$ cat src/logic/erbm_cfg.svh
// Purpose: constants of the receive buffer descriptor manager
// Assumes: included by its bare name
// Notes:   offsets are byte addresses on the plain register port
`ifndef ERBM_CFG_SVH
`define ERBM_CFG_SVH
`define ERBM_REG_CFG      8'h00
`define ERBM_REG_CTRL     8'h04
`define ERBM_REG_QPTR     8'h08
`define ERBM_REG_STAT     8'h0C
`define ERBM_CFG_JUMBO    3
`define ERBM_CFG_OFF_LO   14
`define ERBM_CFG_STRIP    17
`define ERBM_CTRL_RXEN    2
`define ERBM_STAT_BNA     0
`define ERBM_STAT_BUSY    1
`define ERBM_CFG_RST      32'h0000_0000
`define ERBM_BUF_BYTES    8'h80
`define ERBM_LIST_MAX     1024
`endif

$ cat src/logic/erbm_pkg.sv
// Purpose: types of the receive buffer descriptor manager
// Assumes: nothing
// Notes:   frame info is sampled with the last byte
package erbm_pkg;
    typedef enum logic [2:0] {
        ERBM_IDLE, ERBM_FETCH, ERBM_DROP, ERBM_FILL,
        ERBM_WDATA, ERBM_WSTAT, ERBM_WOWN
    } erbm_state_e;
    typedef struct packed {
        logic [7:0] data;
        logic       last;
        logic       fcs;
    } erbm_rx_byte_s;
    typedef struct packed {
        logic       bcast;
        logic       mcast;
        logic       ucast;
        logic       ext;
        logic [3:0] spec;
        logic       type_id;
        logic       vlan;
        logic       prio;
        logic [2:0] vlan_pri;
        logic       cfi;
    } erbm_frm_info_s;
    typedef struct packed {
        logic        req;
        logic        we;
        logic [31:0] addr;
        logic [31:0] wdata;
        logic [3:0]  be;
    } erbm_mem_req_s;
endpackage : erbm_pkg

$ cat src/logic/erbm_rx_buf_mgr.sv
// Purpose: receive buffer descriptor manager of the ethernet_media_access_unit DMA
// Assumes: memory answers each request with a one-cycle mem_ack
// Notes:   one byte taken every second cycle at most
//
// The placing of the registers and the address-and-strobe port were decided locally.
`include "erbm_cfg.svh"
module erbm_rx_buf_mgr #(
    parameter int LIST_MAX = `ERBM_LIST_MAX
) (
    // Clock and reset
    input  wire logic                    ref_clk,
    input  wire logic                    srst,
    // Register port
    input  wire logic [7:0]              reg_addr,
    input  wire logic [31:0]             reg_wdata,
    input  wire logic                    reg_wr,
    input  wire logic                    reg_rd,
    output logic [31:0]                  reg_rdata_ff,
    // Frame byte stream
    input  wire logic                    rx_valid,
    input  erbm_pkg::erbm_rx_byte_s      rx_byte,
    input  erbm_pkg::erbm_frm_info_s     frm_info,
    output logic                         rx_ready_ff,
    // Memory master
    output erbm_pkg::erbm_mem_req_s      mem_ff,
    input  wire logic                    mem_ack,
    input  wire logic [31:0]             mem_rdata,
    // Event
    output logic                         bna_pulse_ff
);
    import erbm_pkg::*;

    if (LIST_MAX < 1 || LIST_MAX > `ERBM_LIST_MAX) begin : g_chk
        $error("LIST_MAX out of range");
    end

    localparam logic [9:0] IDX_LAST = 10'(LIST_MAX - 1);

    // Status word of one descriptor
    function automatic logic [31:0] stat_word(
        input logic           eof,
        input logic           sof,
        input logic           jumbo,
        input logic [1:0]     off,
        input logic [13:0]    len,
        input erbm_frm_info_s fi
    );
        logic [31:0] w;
        w     = 32'h0000_0000;
        w[14] = sof;
        w[13:12] = jumbo ? 2'b00 : off;
        if (eof) begin
            w[31]    = fi.bcast;
            w[30]    = fi.mcast;
            w[29]    = fi.ucast;
            w[28]    = fi.ext;
            w[26:23] = fi.spec;
            w[22]    = fi.type_id;
            w[21]    = fi.vlan;
            w[20]    = fi.vlan & fi.prio;
            w[19:17] = fi.vlan ? fi.vlan_pri : 3'b000;
            w[16]    = fi.vlan & fi.cfi;
            w[15]    = 1'b1;
            w[11:0]  = len[11:0];
            if (jumbo) begin
                w[13:12] = len[13:12];
            end
        end
        return w;
    endfunction : stat_word

    // Registers
    erbm_state_e    state_ff,   nxt_state;
    logic [31:0]    cfg_ff,     nxt_cfg;
    logic           rxen_ff,    nxt_rxen;
    logic [31:0]    qbase_ff,   nxt_qbase;
    logic [9:0]     idx_ff,     nxt_idx;
    logic           bna_ff,     nxt_bna;
    logic [29:0]    buf_ff,     nxt_buf;
    logic           wrap_ff,    nxt_wrap;
    logic [7:0]     pos_ff,     nxt_pos;
    logic [4:0]     widx_ff,    nxt_widx;
    logic [31:0]    word_ff,    nxt_word;
    logic [3:0]     be_ff,      nxt_be;
    logic [13:0]    len_ff,     nxt_len;
    logic           sof_ff,     nxt_sof;
    logic           eof_ff,     nxt_eof;
    logic           full_ff,    nxt_full;
    erbm_frm_info_s fi_ff,      nxt_fi;
    erbm_mem_req_s  nxt_mem;
    logic           nxt_ready;
    logic [31:0]    nxt_rdata;
    logic           nxt_bpulse;

    // Decode and datapath
    wire        wr_cfg   = reg_wr & (reg_addr == `ERBM_REG_CFG);
    wire        wr_ctrl  = reg_wr & (reg_addr == `ERBM_REG_CTRL);
    wire        wr_qptr  = reg_wr & (reg_addr == `ERBM_REG_QPTR);
    wire        wr_stat  = reg_wr & (reg_addr == `ERBM_REG_STAT);
    wire [1:0]  off_cfg  = cfg_ff[`ERBM_CFG_OFF_LO+1:`ERBM_CFG_OFF_LO];
    wire        jumbo    = cfg_ff[`ERBM_CFG_JUMBO];
    wire        strip    = cfg_ff[`ERBM_CFG_STRIP];
    wire [31:0] qptr     = qbase_ff + {19'h0_0000, idx_ff, 3'b000};
    wire        take     = rx_valid & rx_ready_ff;
    wire        store    = ~(strip & rx_byte.fcs);
    wire [1:0]  lane     = pos_ff[1:0];
    wire [7:0]  pos_inc  = pos_ff + {7'h00, store};
    wire        at_end   = pos_inc == `ERBM_BUF_BYTES;
    wire        wrd_done = store & (lane == 2'b11);
    wire        flush    = wrd_done | rx_byte.last | at_end;
    wire [31:0] buf_addr = {buf_ff, 2'b00};
    wire [31:0] dat_addr = buf_addr + {25'h000_0000, widx_ff, 2'b00};
    wire        own_bit  = mem_rdata[0];
    wire [9:0]  idx_next = (wrap_ff | idx_ff == IDX_LAST) ? 10'h000
                                                           : idx_ff + 10'h001;
    wire [31:0] st_word  = stat_word(eof_ff, sof_ff, jumbo, off_cfg, len_ff, fi_ff);
    wire [31:0] stat_rd  = {30'h0000_0000, state_ff != ERBM_IDLE, bna_ff};

    always_comb begin
        nxt_state  = state_ff;
        nxt_cfg    = wr_cfg ? reg_wdata : cfg_ff;
        nxt_rxen   = wr_ctrl ? reg_wdata[`ERBM_CTRL_RXEN] : rxen_ff;
        nxt_qbase  = wr_qptr ? {reg_wdata[31:2], 2'b00} : qbase_ff;
        nxt_idx    = wr_qptr ? 10'h000 : idx_ff;
        nxt_bna    = bna_ff & ~(wr_stat & reg_wdata[`ERBM_STAT_BNA]);
        nxt_bpulse = 1'b0;
        nxt_buf    = buf_ff;
        nxt_wrap   = wrap_ff;
        nxt_pos    = pos_ff;
        nxt_widx   = widx_ff;
        nxt_word   = word_ff;
        nxt_be     = be_ff;
        nxt_len    = len_ff;
        nxt_sof    = sof_ff;
        nxt_eof    = eof_ff;
        nxt_full   = full_ff;
        nxt_fi     = fi_ff;
        nxt_mem    = mem_ff;
        nxt_ready  = 1'b0;
        nxt_rdata  = 32'h0000_0000;
        if (reg_rd) begin
            case (reg_addr)
                `ERBM_REG_CFG:  nxt_rdata = cfg_ff;
                `ERBM_REG_CTRL: nxt_rdata = {29'h0000_0000, rxen_ff, 2'b00};
                `ERBM_REG_QPTR: nxt_rdata = qptr;
                `ERBM_REG_STAT: nxt_rdata = stat_rd;
                default:        nxt_rdata = 32'h0000_0000;
            endcase
        end
        if (mem_ff.req & mem_ack) begin
            nxt_mem.req = 1'b0;
        end
        case (state_ff)
            ERBM_IDLE: begin
                if (rx_valid & rxen_ff) begin
                    nxt_sof   = 1'b1;
                    nxt_len   = 14'h0000;
                    nxt_state = ERBM_FETCH;
                end
            end
            ERBM_FETCH: begin
                if (!mem_ff.req) begin
                    nxt_mem = '{req: 1'b1, we: 1'b0, addr: qptr,
                                wdata: 32'h0000_0000, be: 4'hF};
                end else if (mem_ack) begin
                    nxt_buf  = mem_rdata[31:2];
                    nxt_wrap = mem_rdata[1];
                    nxt_pos  = sof_ff ? {6'h00, off_cfg} : 8'h00;
                    nxt_be   = 4'h0;
                    nxt_word = 32'h0000_0000;
                    if (own_bit) begin
                        // Shared flag: hardware set beats software clear
                        nxt_bna    = 1'b1;
                        nxt_bpulse = 1'b1;
                        nxt_state  = ERBM_DROP;
                    end else begin
                        nxt_ready = 1'b1;
                        nxt_state = ERBM_FILL;
                    end
                end
            end
            ERBM_DROP: begin
                // Frame discarded; earlier buffers stay used
                // Same one-cycle gap after a take as in FILL
                nxt_ready = ~take;
                if (take & rx_byte.last) begin
                    nxt_state = ERBM_IDLE;
                end
            end
            ERBM_FILL: begin
                nxt_ready = ~take;
                if (take) begin
                    if (store) begin
                        nxt_word[lane*8 +: 8] = rx_byte.data;
                        nxt_be[lane]          = 1'b1;
                        nxt_len               = len_ff + 14'h0001;
                    end
                    nxt_widx = pos_ff[6:2];
                    nxt_pos  = pos_inc;
                    nxt_eof  = rx_byte.last;
                    nxt_full = ~rx_byte.last & at_end;
                    if (rx_byte.last) begin
                        nxt_fi = frm_info;
                    end
                    if (flush) begin
                        nxt_ready = 1'b0;
                        nxt_state = ERBM_WDATA;
                    end
                end
            end
            ERBM_WDATA: begin
                if (be_ff == 4'h0) begin
                    // Stripped FCS may leave an empty word
                    nxt_state = (eof_ff | full_ff) ? ERBM_WSTAT : ERBM_FILL;
                    nxt_ready = ~(eof_ff | full_ff);
                end else if (!mem_ff.req) begin
                    nxt_mem = '{req: 1'b1, we: 1'b1, addr: dat_addr,
                                wdata: word_ff, be: be_ff};
                end else if (mem_ack) begin
                    nxt_be    = 4'h0;
                    nxt_word  = 32'h0000_0000;
                    nxt_state = (eof_ff | full_ff) ? ERBM_WSTAT : ERBM_FILL;
                    nxt_ready = ~(eof_ff | full_ff);
                end
            end
            ERBM_WSTAT: begin
                // Status first, so a used bit never shows stale status
                if (!mem_ff.req) begin
                    nxt_mem = '{req: 1'b1, we: 1'b1, addr: qptr + 32'h0000_0004,
                                wdata: st_word, be: 4'hF};
                end else if (mem_ack) begin
                    nxt_state = ERBM_WOWN;
                end
            end
            ERBM_WOWN: begin
                if (!mem_ff.req) begin
                    nxt_mem = '{req: 1'b1, we: 1'b1, addr: qptr,
                                wdata: {buf_ff, wrap_ff, 1'b1}, be: 4'hF};
                end else if (mem_ack) begin
                    nxt_idx   = idx_next;
                    nxt_sof   = 1'b0;
                    nxt_state = eof_ff ? ERBM_IDLE : ERBM_FETCH;
                end
            end
            default: begin
                nxt_state = ERBM_IDLE;
            end
        endcase
    end

    always_ff @(posedge ref_clk) begin
        if (srst) begin
            state_ff     <= ERBM_IDLE;
            cfg_ff       <= `ERBM_CFG_RST;
            rxen_ff      <= 1'b0;
            qbase_ff     <= 32'h0000_0000;
            idx_ff       <= 10'h000;
            bna_ff       <= 1'b0;
            bna_pulse_ff <= 1'b0;
            buf_ff       <= 30'h0000_0000;
            wrap_ff      <= 1'b0;
            pos_ff       <= 8'h00;
            widx_ff      <= 5'h00;
            word_ff      <= 32'h0000_0000;
            be_ff        <= 4'h0;
            len_ff       <= 14'h0000;
            sof_ff       <= 1'b0;
            eof_ff       <= 1'b0;
            full_ff      <= 1'b0;
            fi_ff        <= '0;
            mem_ff       <= '0;
            rx_ready_ff  <= 1'b0;
            reg_rdata_ff <= 32'h0000_0000;
        end else begin
            state_ff     <= nxt_state;
            cfg_ff       <= nxt_cfg;
            rxen_ff      <= nxt_rxen;
            qbase_ff     <= nxt_qbase;
            idx_ff       <= nxt_idx;
            bna_ff       <= nxt_bna;
            bna_pulse_ff <= nxt_bpulse;
            buf_ff       <= nxt_buf;
            wrap_ff      <= nxt_wrap;
            pos_ff       <= nxt_pos;
            widx_ff      <= nxt_widx;
            word_ff      <= nxt_word;
            be_ff        <= nxt_be;
            len_ff       <= nxt_len;
            sof_ff       <= nxt_sof;
            eof_ff       <= nxt_eof;
            full_ff      <= nxt_full;
            fi_ff        <= nxt_fi;
            mem_ff       <= nxt_mem;
            rx_ready_ff  <= nxt_ready;
            reg_rdata_ff <= nxt_rdata;
        end
    end
endmodule : erbm_rx_buf_mgr

$ cat config.mk
export PLATFORM = sky130hd
export DESIGN_NAME = erbm_rx_buf_mgr
export DESIGN_NICKNAME = d
export VERILOG_FILES = /design/src/logic/erbm_pkg.sv /design/src/logic/erbm_rx_buf_mgr.sv
export VERILOG_INCLUDE_DIRS = /design/src /design/src/logic
export SDC_FILE = /design/constraint.sdc
export NUM_CORES = 1
export LEC_CHECK = 0
export BUFFER_PORTS_ARGS = -buffer_cell sky130_fd_sc_hd__clkbuf_2
export CORE_ASPECT_RATIO = 2
export CORE_MARGIN = 4
export CORE_UTILIZATION = 60
export CTS_BUF_LIST = sky130_fd_sc_hd__clkbuf_4 sky130_fd_sc_hd__clkbuf_8
export DETAILED_ROUTE_END_ITERATION = 10
export GPL_TIMING_DRIVEN = 0
export PLACE_DENSITY = 0.83
export RECOVER_POWER = 50
export SLEW_MARGIN = 20
export SYNTH_ARGS = -nofsm -noshare
export SYNTH_HDL_FRONTEND = slang
export SYNTH_SLANG_ARGS = --single-unit
$ cat constraint.sdc
create_clock -name ref_clk -period 5.8 [get_ports ref_clk]
set_clock_uncertainty 0.1 [all_clocks]
set_input_delay 0 -clock ref_clk [delete_from_list [all_inputs] [get_ports ref_clk]]
set_output_delay 0 -clock ref_clk [all_outputs]
set_load 0.05 [all_outputs]
# Word level (Yosys, flattened, before mapping)
# Cells that the tools add are included.
[word_totals] inputBits=103 wordCells=203 regBits=293 out_inout_bits=104
[classes] mux=78 add_sub_neg=7 n_lt_le_gt_ge=2 n_shift=2 bitwise_logic=29 n_reduce_logical=21 eq_ne=30
[ops] cell="$mux 70" n=5
[ops] cell="$pmux 70 s4" n=1
[ops] cell="$mux 32" n=5
[ops] cell="$pmux 32 s4" n=1
[ops] cell="$pmux 32 s3" n=1
[ops] cell="$mux 14" n=4
[ops] cell="$mux 10" n=5
[ops] cell="$mux 3" n=15
[ops] cell="$neg 5->34" n=1
[ops] cell="$shift 8x34->32 const A" n=1
[ops] cell="$shiftx 8x34->32" n=1
[ops] cell="$add 32x13->32" n=1
[ops] cell="$add 32x3->32 const B" n=1
[ops] cell="$add 32x7->32" n=1
[ops] cell="$bwmux 32" n=1
[ops] cell="$ne 2x2->1 const B" n=16
[ops] cell="$pmux 14 s2" n=1
[ops] cell="$mux 4" n=6
[ops] cell="$mux 8" n=3
[ops] cell="$pmux 3 s7" n=1
[ops] cell="$mux 1" n=20
[ops] cell="$eq 8x4->1 const B" n=2
[ops] cell="$pmux 8 s2" n=1
[ops] cell="$reduce_and 4->1" n=4
[ops] cell="36 further kinds" n=71

# Longest topological paths before layout
# Gate-level depths: netlist (run 1).
[logic_depth] ltp_word=9 ltp_mapped=11 ltp_nobuf=11

# Least setup slack after synthesis (run 1)
# Ideal clock, no wire load.
[synth_path] path_type="flip-flop to flip-flop" from="register idx_ff[0]" to="register mem_ff[67] in the netlist's numbering" setup_ns=0.130 path_buffers=0 t_required_ns=5.570 arrival_time_ns=3.062 setup_slack_ns=2.508 synth_period_minus_slack_ns=3.292 stages_incl_launch_ff=12 cell_sequence="dfxtp_1 ha_1 fa_1 a21o_1 a22o_1 o2111ai_1 xor2_1 or4b_4 nor4_2 nand4_1 xnor2_1 o22ai_1"
[synth_between] elab_chain_len=4 elab_cells_between_ends=6 cone_classes="2 x add/sub; 4 x mux"
[synth_lines] element="start: declaration" line_no="erbm_rx_buf_mgr.sv:77" text="logic [9:0] idx_ff, nxt_idx;"
[synth_lines] element="start signal: assignment" line_no="erbm_rx_buf_mgr.sv:279" text="idx_ff <= nxt_idx;"
[synth_lines] element="$add 32x13->32 (*)" line_no="erbm_rx_buf_mgr.sv:103" text="wire [31:0] qptr = qbase_ff + {19'h0_0000, idx_ff, 3'b000};"
[synth_lines] element="$add 32x3->32" line_no="erbm_rx_buf_mgr.sv:229" text="nxt_mem = '{req: 1'b1, we: 1'b1, addr: qptr + 32'h0000_0004,"
[synth_lines] element="$mux 70" line_no="erbm_rx_buf_mgr.sv:228" text="if (!mem_ff.req) begin"
[synth_lines] element="$pmux 70 s4 (*)" line_no="erbm_rx_buf_mgr.sv:153" text="case (state_ff)"
[synth_lines] element="end signal: assignment" line_no="erbm_rx_buf_mgr.sv:293" text="mem_ff <= nxt_mem;"
[synth_lines] element="end: declaration" line_no="erbm_rx_buf_mgr.sv:25" text="output erbm_pkg::erbm_mem_req_s mem_ff,"
# Mark *: on every way between the ends. The rest lies on a longest branch, timed or not. The select of a mux whose other input is x is not followed.
# A chain may end at the register's enable or synchronous reset.

# Worst setup path after layout (run 1)
[layout_path] from="register idx_ff[0]" to="register mem_ff[64] in the netlist's numbering"
# Same word-level chain as after synthesis.

==> summary.md, run 1 <==
| Metric | Value |
|---|---|
| Outcome | `finished, violations left` |
| Failing checks | `DRC` |
| Synth Flop Type | `dfxtp_1` |
| Routed vias/inst | `6.39` |
| Final setup vio count | `0` |
| Skew-Pair Late Insertion Delay | `0.59 ns` |
| Critical Path Start Type | `flop` |
| Die extent in y | `222 µm` |
| Global Route Usage Sum | `0.422` |
| # Post-CTS Setup Buffers | `0` |
| Worst EP arrival | `4.75 ns` |
| Asr flop ratio synth | `0` |
| DR WL/cell | `23.1 µm` |
| Fin Setup TNS | `0 ns` |
| DP Area | `15100 µm²` |
| Synthesis Warnings | `0` |
| Synth Area per Inst | `7.95 µm²` |
| Site Rows | `between 70 and 80` |
| Overflow after GRT | `0` |
| Cts bufs inserted | `41` |
| Die W | `around 120 µm` |
| Post-DP HPWL | `39100 µm` |
| Most common cell after layout, fill and taps aside | `nand2_1` |
| Top cell by count, worst path | `o21ai_0` |
| Count of different cell masters after synthesis | `77` |
| Syn Inst Count | `roughly 1700` |
| Worst path max stage delay | `0.70 ns` |
| Routed Antenna Nets | `0` |
| Cell area after layout | `17000 µm²` |
| Clk sinks | `291` |
| Peak VDD IR | `0.227 mV` |
| Layout area overhead | `23.7%` |
| Final Max Tran Viols | `0` |
| EDFF count, synth | `0` |
| Drt total wl | `~55000 µm` |
| Nets | `2217` |
| TritonCTS clock tree | `done` |
| Actual slew at the worst max-slew pin | `1.14 ns` |
| Final Critical Period | `between 4 and 5 ns` |
| Crit-path cells | `ha_1 -> fa_1 -> and3_1 -> o21ai_0 -> o2111ai_1 -> nor4_1 -> nand4_1 -> nor3_1 -> nand3_1 -> a22oi_1 -> o21ai_0` |
| Share of the yosys chip area belonging to registers | `0.424` |
| Fin crit share | `0.755` |
| Max-Cap Viols | `0` |
| Reg clk slew, reported paths | `0.07 ns` |
| Final core occ | `0.751` |
| F_max | `0.228 GHz` |
| Number of H-tree levels | `2` |
| CTS root buffer | `clkbuf_8` |
| Largest net degree at the start of global routing | `11` |
| DRT iter0 DRCs | `1696` |
| Die area | `about 26000 µm²` |
| Num ports | `~210` |
| CP Data Required Time | `6.17 ns` |
| DRC violations left | `2` |
| RSZ-0062 raised after global routing | `false` |
| Largest fanout on the critical path | `6` |
| Tot Pwr | `4.01 mW` |
| Port-buffer cells | `202` |
| Number of filler cells placed in the layout | `1776` |
| Total core area | `22600 µm²` |
| Hold WC Path Type | `in -> reg` |
| Via count | `15300` |
| Clock buffer depth | `3` |
| Critical Path Sink Type | `flop` |
| Final hold vios | `0` |
| WHS | `0.0460 ns` |
| Seq cells post-synth | `roughly 290` |
| Drt pass-1 iters | `11` |
| CP max-delay cell | `nor3_1` |
| Worst relative slew slack | `0.234` |
| First-pass GRT wire length | `slightly above 80000 µm` |
| Most frequent cells in the layout | `358 x nand2_1, 291 x dfxtp_1, 229 x a21oi_1, 194 x clkbuf_1, 154 x nor2_1` |
| Post-Syn Area | `13700 µm²` |
| Leak pwr | `~6 nW` |
| Setup CP Type | `reg -> reg` |
| Vias in the first global route | `15500` |
| Initial antenna violation count | `1` |
| Routability Congestion | `1.01` |
| Initial Util | `0.607` |
| Power per cell area | `~240 nW/µm²` |
| Share of layout cells above drive strength 1 | `0.0943` |
==> path summary, 6_finish.rpt <==
path | startpoint | cells past startpoint | slack, ns | end
max | idx_ff[0]$_SDFF_PP0_ | 11 | 1.42 | mem_ff[64]$_SDFFE_PP0P_
min | rx_byte[0] | 5 | 0.05 | pos_ff[0]$_SDFFE_PP0P_
max reg2reg | idx_ff[0]$_SDFF_PP0_ | 11 | 1.42 | mem_ff[64]$_SDFFE_PP0P_
min reg2reg | word_ff[0]$_SDFFE_PP0P_ | 2 | 0.35 | word_ff[0]$_SDFFE_PP0P_
==> sequential cells by signal (all words and copies together) (netlist names), 14 cells and up <==
| name | cells |
|---|---|
| qbase_ff | 30 |
| buf_ff | 30 |
| len_ff | 14 |
| mem_ff | 68 |
| reg_rdata_ff | 32 |
| fi_ff | 15 |
| word_ff | 32 |
| cfg_ff | 32 |
==> layout make-up <==
| type | count | area (µm²) | share of cell area |
|---|---|---|---|
| Buffer | 109 | 438 | 0.0258 |
| Clock buffer | 61 | 815 | 0.0479 |
| Clock inverter | 9 | 100 | 0.00589 |
| Inverter | 13 | 48.8 | 0.00287 |
| Tap cell | 280 | 350 | 0.0206 |
| Timing Repair Buffer | 312 | 1980 | 0.117 |
| Sequential cell | 291 | 5830 | 0.343 |
| Multi-Input combinational cell | 1316 | 7430 | 0.437 |
| Antenna cell | 2 | 5.00 | 0.000294 |
==> per-layer routing <==
metal / share of wire / vias to the layer above / GRT usage
met4: 0.12 / 2 / 0.411
met2: 0.49 / 1019 / 0.715
li1: - / 6834 / -
met3: 0.082 / 388 / 0.102
met5: 0.00020 / - / 0
met1: 0.31 / 7048 / 0.394
==> worst max-delay path: cells and delay by family (launching register included) <==
kind	cells	cell delay [ns]
simple gates	5	2.26
compound gates	4	0.86
fa+ha+maj	2	0.69
flops	1	0.35
==> cell usage after synthesis (6+ instances only) <==
cell type	instances	area (µm²)
nand3_1	66	330
xnor2_1	54	473
mux2i_1	16	160
o211ai_1	10	75.1
a21o_1	10	75.1
nand2_1	358	1340
o22ai_1	12	75.1
nor4_1	12	75.1
nand4_1	21	131
o221ai_1	7	61.3
ha_1	28	350
buf_1	11	41.3
a211oi_1	20	150
clkbuf_1	89	334
o21a_1	10	75.1
nand3b_1	6	45.0
xor2_1	34	298
dfxtp_1	291	5830
and2_1	10	62.6
nor2b_1	8	50.1
and3_1	23	144
nor2_1	154	578
nand2b_1	7	43.8
o21ai_0	41	205
a222oi_1	34	340
inv_1	12	45.0
or3_1	7	43.8
a21oi_1	229	1150
a221oi_1	16	140
nor3_1	32	160
a22oi_1	15	113
==> cells by family after synthesis <==
group,synth area share
AO/OA/AOI/OAI,0.206
XOR/XNOR,0.0561
adder cells (fa/ha/maj),0.0284
buffers and inverters,0.0354
flip-flops,0.424
multiplexers,0.0125
other,0.000273
AND/OR/NAND/NOR,0.237
==> stage by stage <==
stage          std cells  setup slack, ns
2_1_floorplan       1729             2.51
3_3_place_gp        2211             1.70
3_5_place_dp        2211             1.62
4_1_cts             2391             1.61
5_1_grt             2391             1.23
6_report            2393             1.42
==> what timing repair did <==
| item | 4_1_cts | 5_1_grt |
|---|---|---|
| resized for setup | 0 | 0 |
| endpoints found under the hold margin | 158 | 0 |
| endpoints found under the setup margin | 0 | 0 |
| hold buffers | 110 | 0 |
==> power by group <==
group          leakage, nW  internal [mW]  switching [mW]
clock network        0.476          0.987           0.838
logic                 3.21         0.0788           0.108
registers             2.34           2.00        0.000764
total                 6.02           3.06           0.946
Power figures use the tool's default switching activity.
==> run 2, diff against run 1 <==
--- a/config.mk
+++ b/config.mk
@@ -6,6 +6,7 @@
 export SDC_FILE = /design/constraint.sdc
 export NUM_CORES = 1
 export LEC_CHECK = 0
+export ABC_AREA = 1
 export BUFFER_PORTS_ARGS = -buffer_cell sky130_fd_sc_hd__clkbuf_2
 export CORE_ASPECT_RATIO = 2
 export CORE_MARGIN = 4
==> constraint.sdc (replaced) <==
create_clock -name ref_clk -period 4.45 [get_ports ref_clk]
set_clock_uncertainty 0.1 [all_clocks]
set_input_delay 0 -clock ref_clk [delete_from_list [all_inputs] [get_ports ref_clk]]
set_output_delay 0 -clock ref_clk [all_outputs]
set_load 0.05 [all_outputs]
==> summary.md, run 2 <==
| Metric | Value |
|---|---|
| Number of H-tree levels | `2 (unchanged)` |
| DR WL/cell | `23.1 µm (about the same)` |
| EDFF count, synth | `0 (unchanged)` |
| Hold WC Path Type | `in -> reg (unchanged)` |
| Share of layout cells above drive strength 1 | `0.116 (was 0.0943)` |
| CTS root buffer | `clkbuf_8 (unchanged)` |
| Die area | `28300 µm² (was 25500 µm²)` |
| DRC violations left | `0 (was 2)` |
| Peak VDD IR | `0.364 mV (was 0.227 mV)` |
| Post-Syn Area | `15300 µm² (was 13700 µm²)` |
| Total core area | `25100 µm² (was 22600 µm²)` |
| Yosys top cell area share | `0.381 (was 0.424)` |
| Area contributors post-synth | `dfxtp_1 38%, nand2_1 11%, nor2_1 7.5% (was dfxtp_1 42%, nand2_1 9.8%, a21oi_1 8.3%)` |
| Top post-synthesis cells by count | `442 x nand2_1, 304 x nor2_1, 291 x dfxtp_1 (was 358 x nand2_1, 291 x dfxtp_1, 229 x a21oi_1)` |
| Via count | `18700 (was 15300)` |
| Layout area overhead | `22.1% (was 23.7%)` |
| TritonCTS clock tree | `done (unchanged)` |
| Die W | `121 µm (was 115 µm)` |
| Area leader, netlist | `dfxtp_1 (unchanged)` |
| Fin crit share | `0.893 (was 0.755)` |
| Largest Register | `mem_ff (unchanged)` |
| Multi-input gate area | `8200 µm² (was 7430 µm²)` |
| CP Data Required Time | `4.83 ns (was 6.17 ns)` |
| Cts bufs inserted | `43 (was 41)` |
| Num ports | `207 (unchanged)` |
| Final setup vio count | `0 (unchanged)` |
| Final core occ | `0.742 (was 0.751)` |
| Critical Path Sink Type | `flop (unchanged)` |
| Outcome | `complete, no violations (was finished, violations left)` |
| Critical Path Start Type | `flop (unchanged)` |
| Initial Util | `0.608 (was 0.607)` |
| Storage cell area | `5830 µm² (unchanged)` |
| Clock buffer depth | `3 (unchanged)` |
| Die extent in y | `234 µm (was 222 µm)` |
| Global Route Usage Sum | `0.477 (was 0.422)` |
| Synth Area per Inst | `6.80 µm² (was 7.95 µm²)` |
| Overflow after GRT | `0 (unchanged)` |
| Worst relative slew slack | `0.296 (was 0.234)` |
| Drt pass-1 iters | `9 (was 11)` |
| Nets | `2753 (was 2217)` |
| Initial antenna violation count | `3 (was 1)` |
| Reg clk slew, reported paths | `0.07 ns (about the same)` |
| Power per cell area | `359 nW/µm² (was 236 nW/µm²)` |
| Drt total wl | `69000 µm (was 55200 µm)` |
| Final hold vios | `0 (unchanged)` |
| Setup CP Type | `reg -> reg (unchanged)` |
| Largest fanout on the critical path | `9 (was 6)` |
| Port-buffer cells | `204 (was 202)` |
| First-pass GRT wire length | `102000 µm (was 82800 µm)` |
| Seq cells post-synth | `291 (unchanged)` |
| Clk sinks | `291 (unchanged)` |
| Routability Congestion | `1.11 (was 1.01)` |
| F_max | `0.252 GHz (was 0.228 GHz)` |
| DRT iter0 DRCs | `2068 (was 1696)` |
| Site Rows | `82 (was 78)` |
| Most frequent cells in the layout | `443 x nand2_1, 309 x nor2_1, 291 x dfxtp_1, 227 x o21ai_0, 204 x inv_1 (was 358 x nand2_1, 291 x dfxtp_1, 229 x a21oi_1, 194 x clkbuf_1, 154 x nor2_1)` |
| Syn Inst Count | `2247 (was 1728)` |
| Largest net degree at the start of global routing | `11 (unchanged)` |
| Synthesis Warnings | `0 (unchanged)` |
| Synth Flop Type | `dfxtp_1 (unchanged)` |
| Count of different cell masters after synthesis | `60 (was 77)` |
| Count leader, synth | `nand2_1 (unchanged)` |
| Fin Setup TNS | `0 ns (unchanged)` |
| Leak pwr | `7.59 nW (was 6.02 nW)` |
| Final Critical Period | `3.97 ns (was 4.38 ns)` |
| RSZ-0062 raised after global routing | `false (unchanged)` |
| Max-Cap Viols | `0 (unchanged)` |
| Final Max Tran Viols | `0 (unchanged)` |
| Most common cell after layout, fill and taps aside | `nand2_1 (unchanged)` |
| Routed Antenna Nets | `0 (unchanged)` |
| Worst EP arrival | `4.35 ns (was 4.75 ns)` |
| Number of filler cells placed in the layout | `2103 (was 1776)` |
| Asr flop ratio synth | `0 (unchanged)` |
| Routed vias/inst | `6.26 (was 6.39)` |
| Post-DP HPWL | `49600 µm (was 39100 µm)` |
| Max reg flops | `68 (unchanged)` |
| Actual slew at the worst max-slew pin | `1.05 ns (was 1.14 ns)` |
| Skew-Pair Late Insertion Delay | `0.61 ns (was 0.59 ns)` |
| Vias in the first global route | `18700 (was 15500)` |
| Share of the yosys chip area belonging to registers | `0.381 (was 0.424)` |
| # Post-CTS Setup Buffers | `0 (unchanged)` |
## run 2: layer usage
metal  up-vias  track usage  routed length, µm
met5         -            0                  0
met2      1436        0.811              32900
li1       8238            -                  -
met3       609        0.105               6010
met1      8431        0.429              20100
met4         0        0.552               9930
## run 2: final timing paths
kind / start / end / slack, ns / cells after the start
setup / recovery: state_ff[0]$_SDFFE_PP0P_ / fi_ff[0]$_SDFFE_PP0P_ / 0.48 / 11
hold / removal: frm_info[13] / fi_ff[13]$_SDFFE_PP0P_ / 0.09 / 4
setup reg to reg: state_ff[0]$_SDFFE_PP0P_ / fi_ff[0]$_SDFFE_PP0P_ / 0.48 / 11
hold reg to reg: word_ff[27]$_SDFFE_PP0P_ / word_ff[27]$_SDFFE_PP0P_ / 0.37 / 2
## run 2: cell type report
cell class	instances	share of cell area
Tap cell	336	0.0225
Buffer	90	0.0200
Antenna cell	6	0.000805
Multi-Input combinational cell	1637	0.439
Sequential cell	291	0.312
Inverter	230	0.0463
Clock buffer	60	0.0406
Clock inverter	11	0.00483
Timing Repair Buffer	327	0.114
## run 2: repair_timing
action                                 in CTS  in global routing
endpoints found under the hold margin     161                  0
hold buffers                              123                  0
resized for setup                           0                  0
## run 2: per-stage QoR
step                area, µm²  std cells  hold slack [ns]  total power [mW]  worst slack [ns]
floorplan               15300       2248         -0.00966              3.83              1.89
global placement        16700       2788            0.128              4.33              1.21
detailed placement      16700       2788            0.134              4.35              1.21
CTS                     18800       2982           0.0786              6.62             0.956
global route            18700       2984            0.120              6.84             0.382
finish                  18700       2988           0.0884              6.71             0.476
## run 2: kinds of logic after synthesis
group	after synthesis	share of synthesized area
simple gates	1071	0.317
buf+inv	320	0.0813
flops	291	0.381
fa+ha+maj	30	0.0255
xor+xnor	8	0.00458
compound gates	526	0.190
other cells	1	0.000245
## run 2: critical path, stage by stage (launching register included)
cell	delay, ns
dfxtp_1	0.35
inv_1	0.13
nor3_4	0.42
inv_1	0.25
nor2_1	0.35
inv_1	0.21
nor2_2	0.55
inv_2	0.19
nor2_1	0.16
dlygate4sd3_1	0.56
nor2_1	0.05
dlygate4sd3_1	0.55
## run 2: power breakdown
part	internal [mW]	switching, mW	total [mW]
clock	1.16	1.13	2.29
combinational	0.379	1.14	1.52
sequential	2.76	0.151	2.91
total	4.29	2.42	6.71
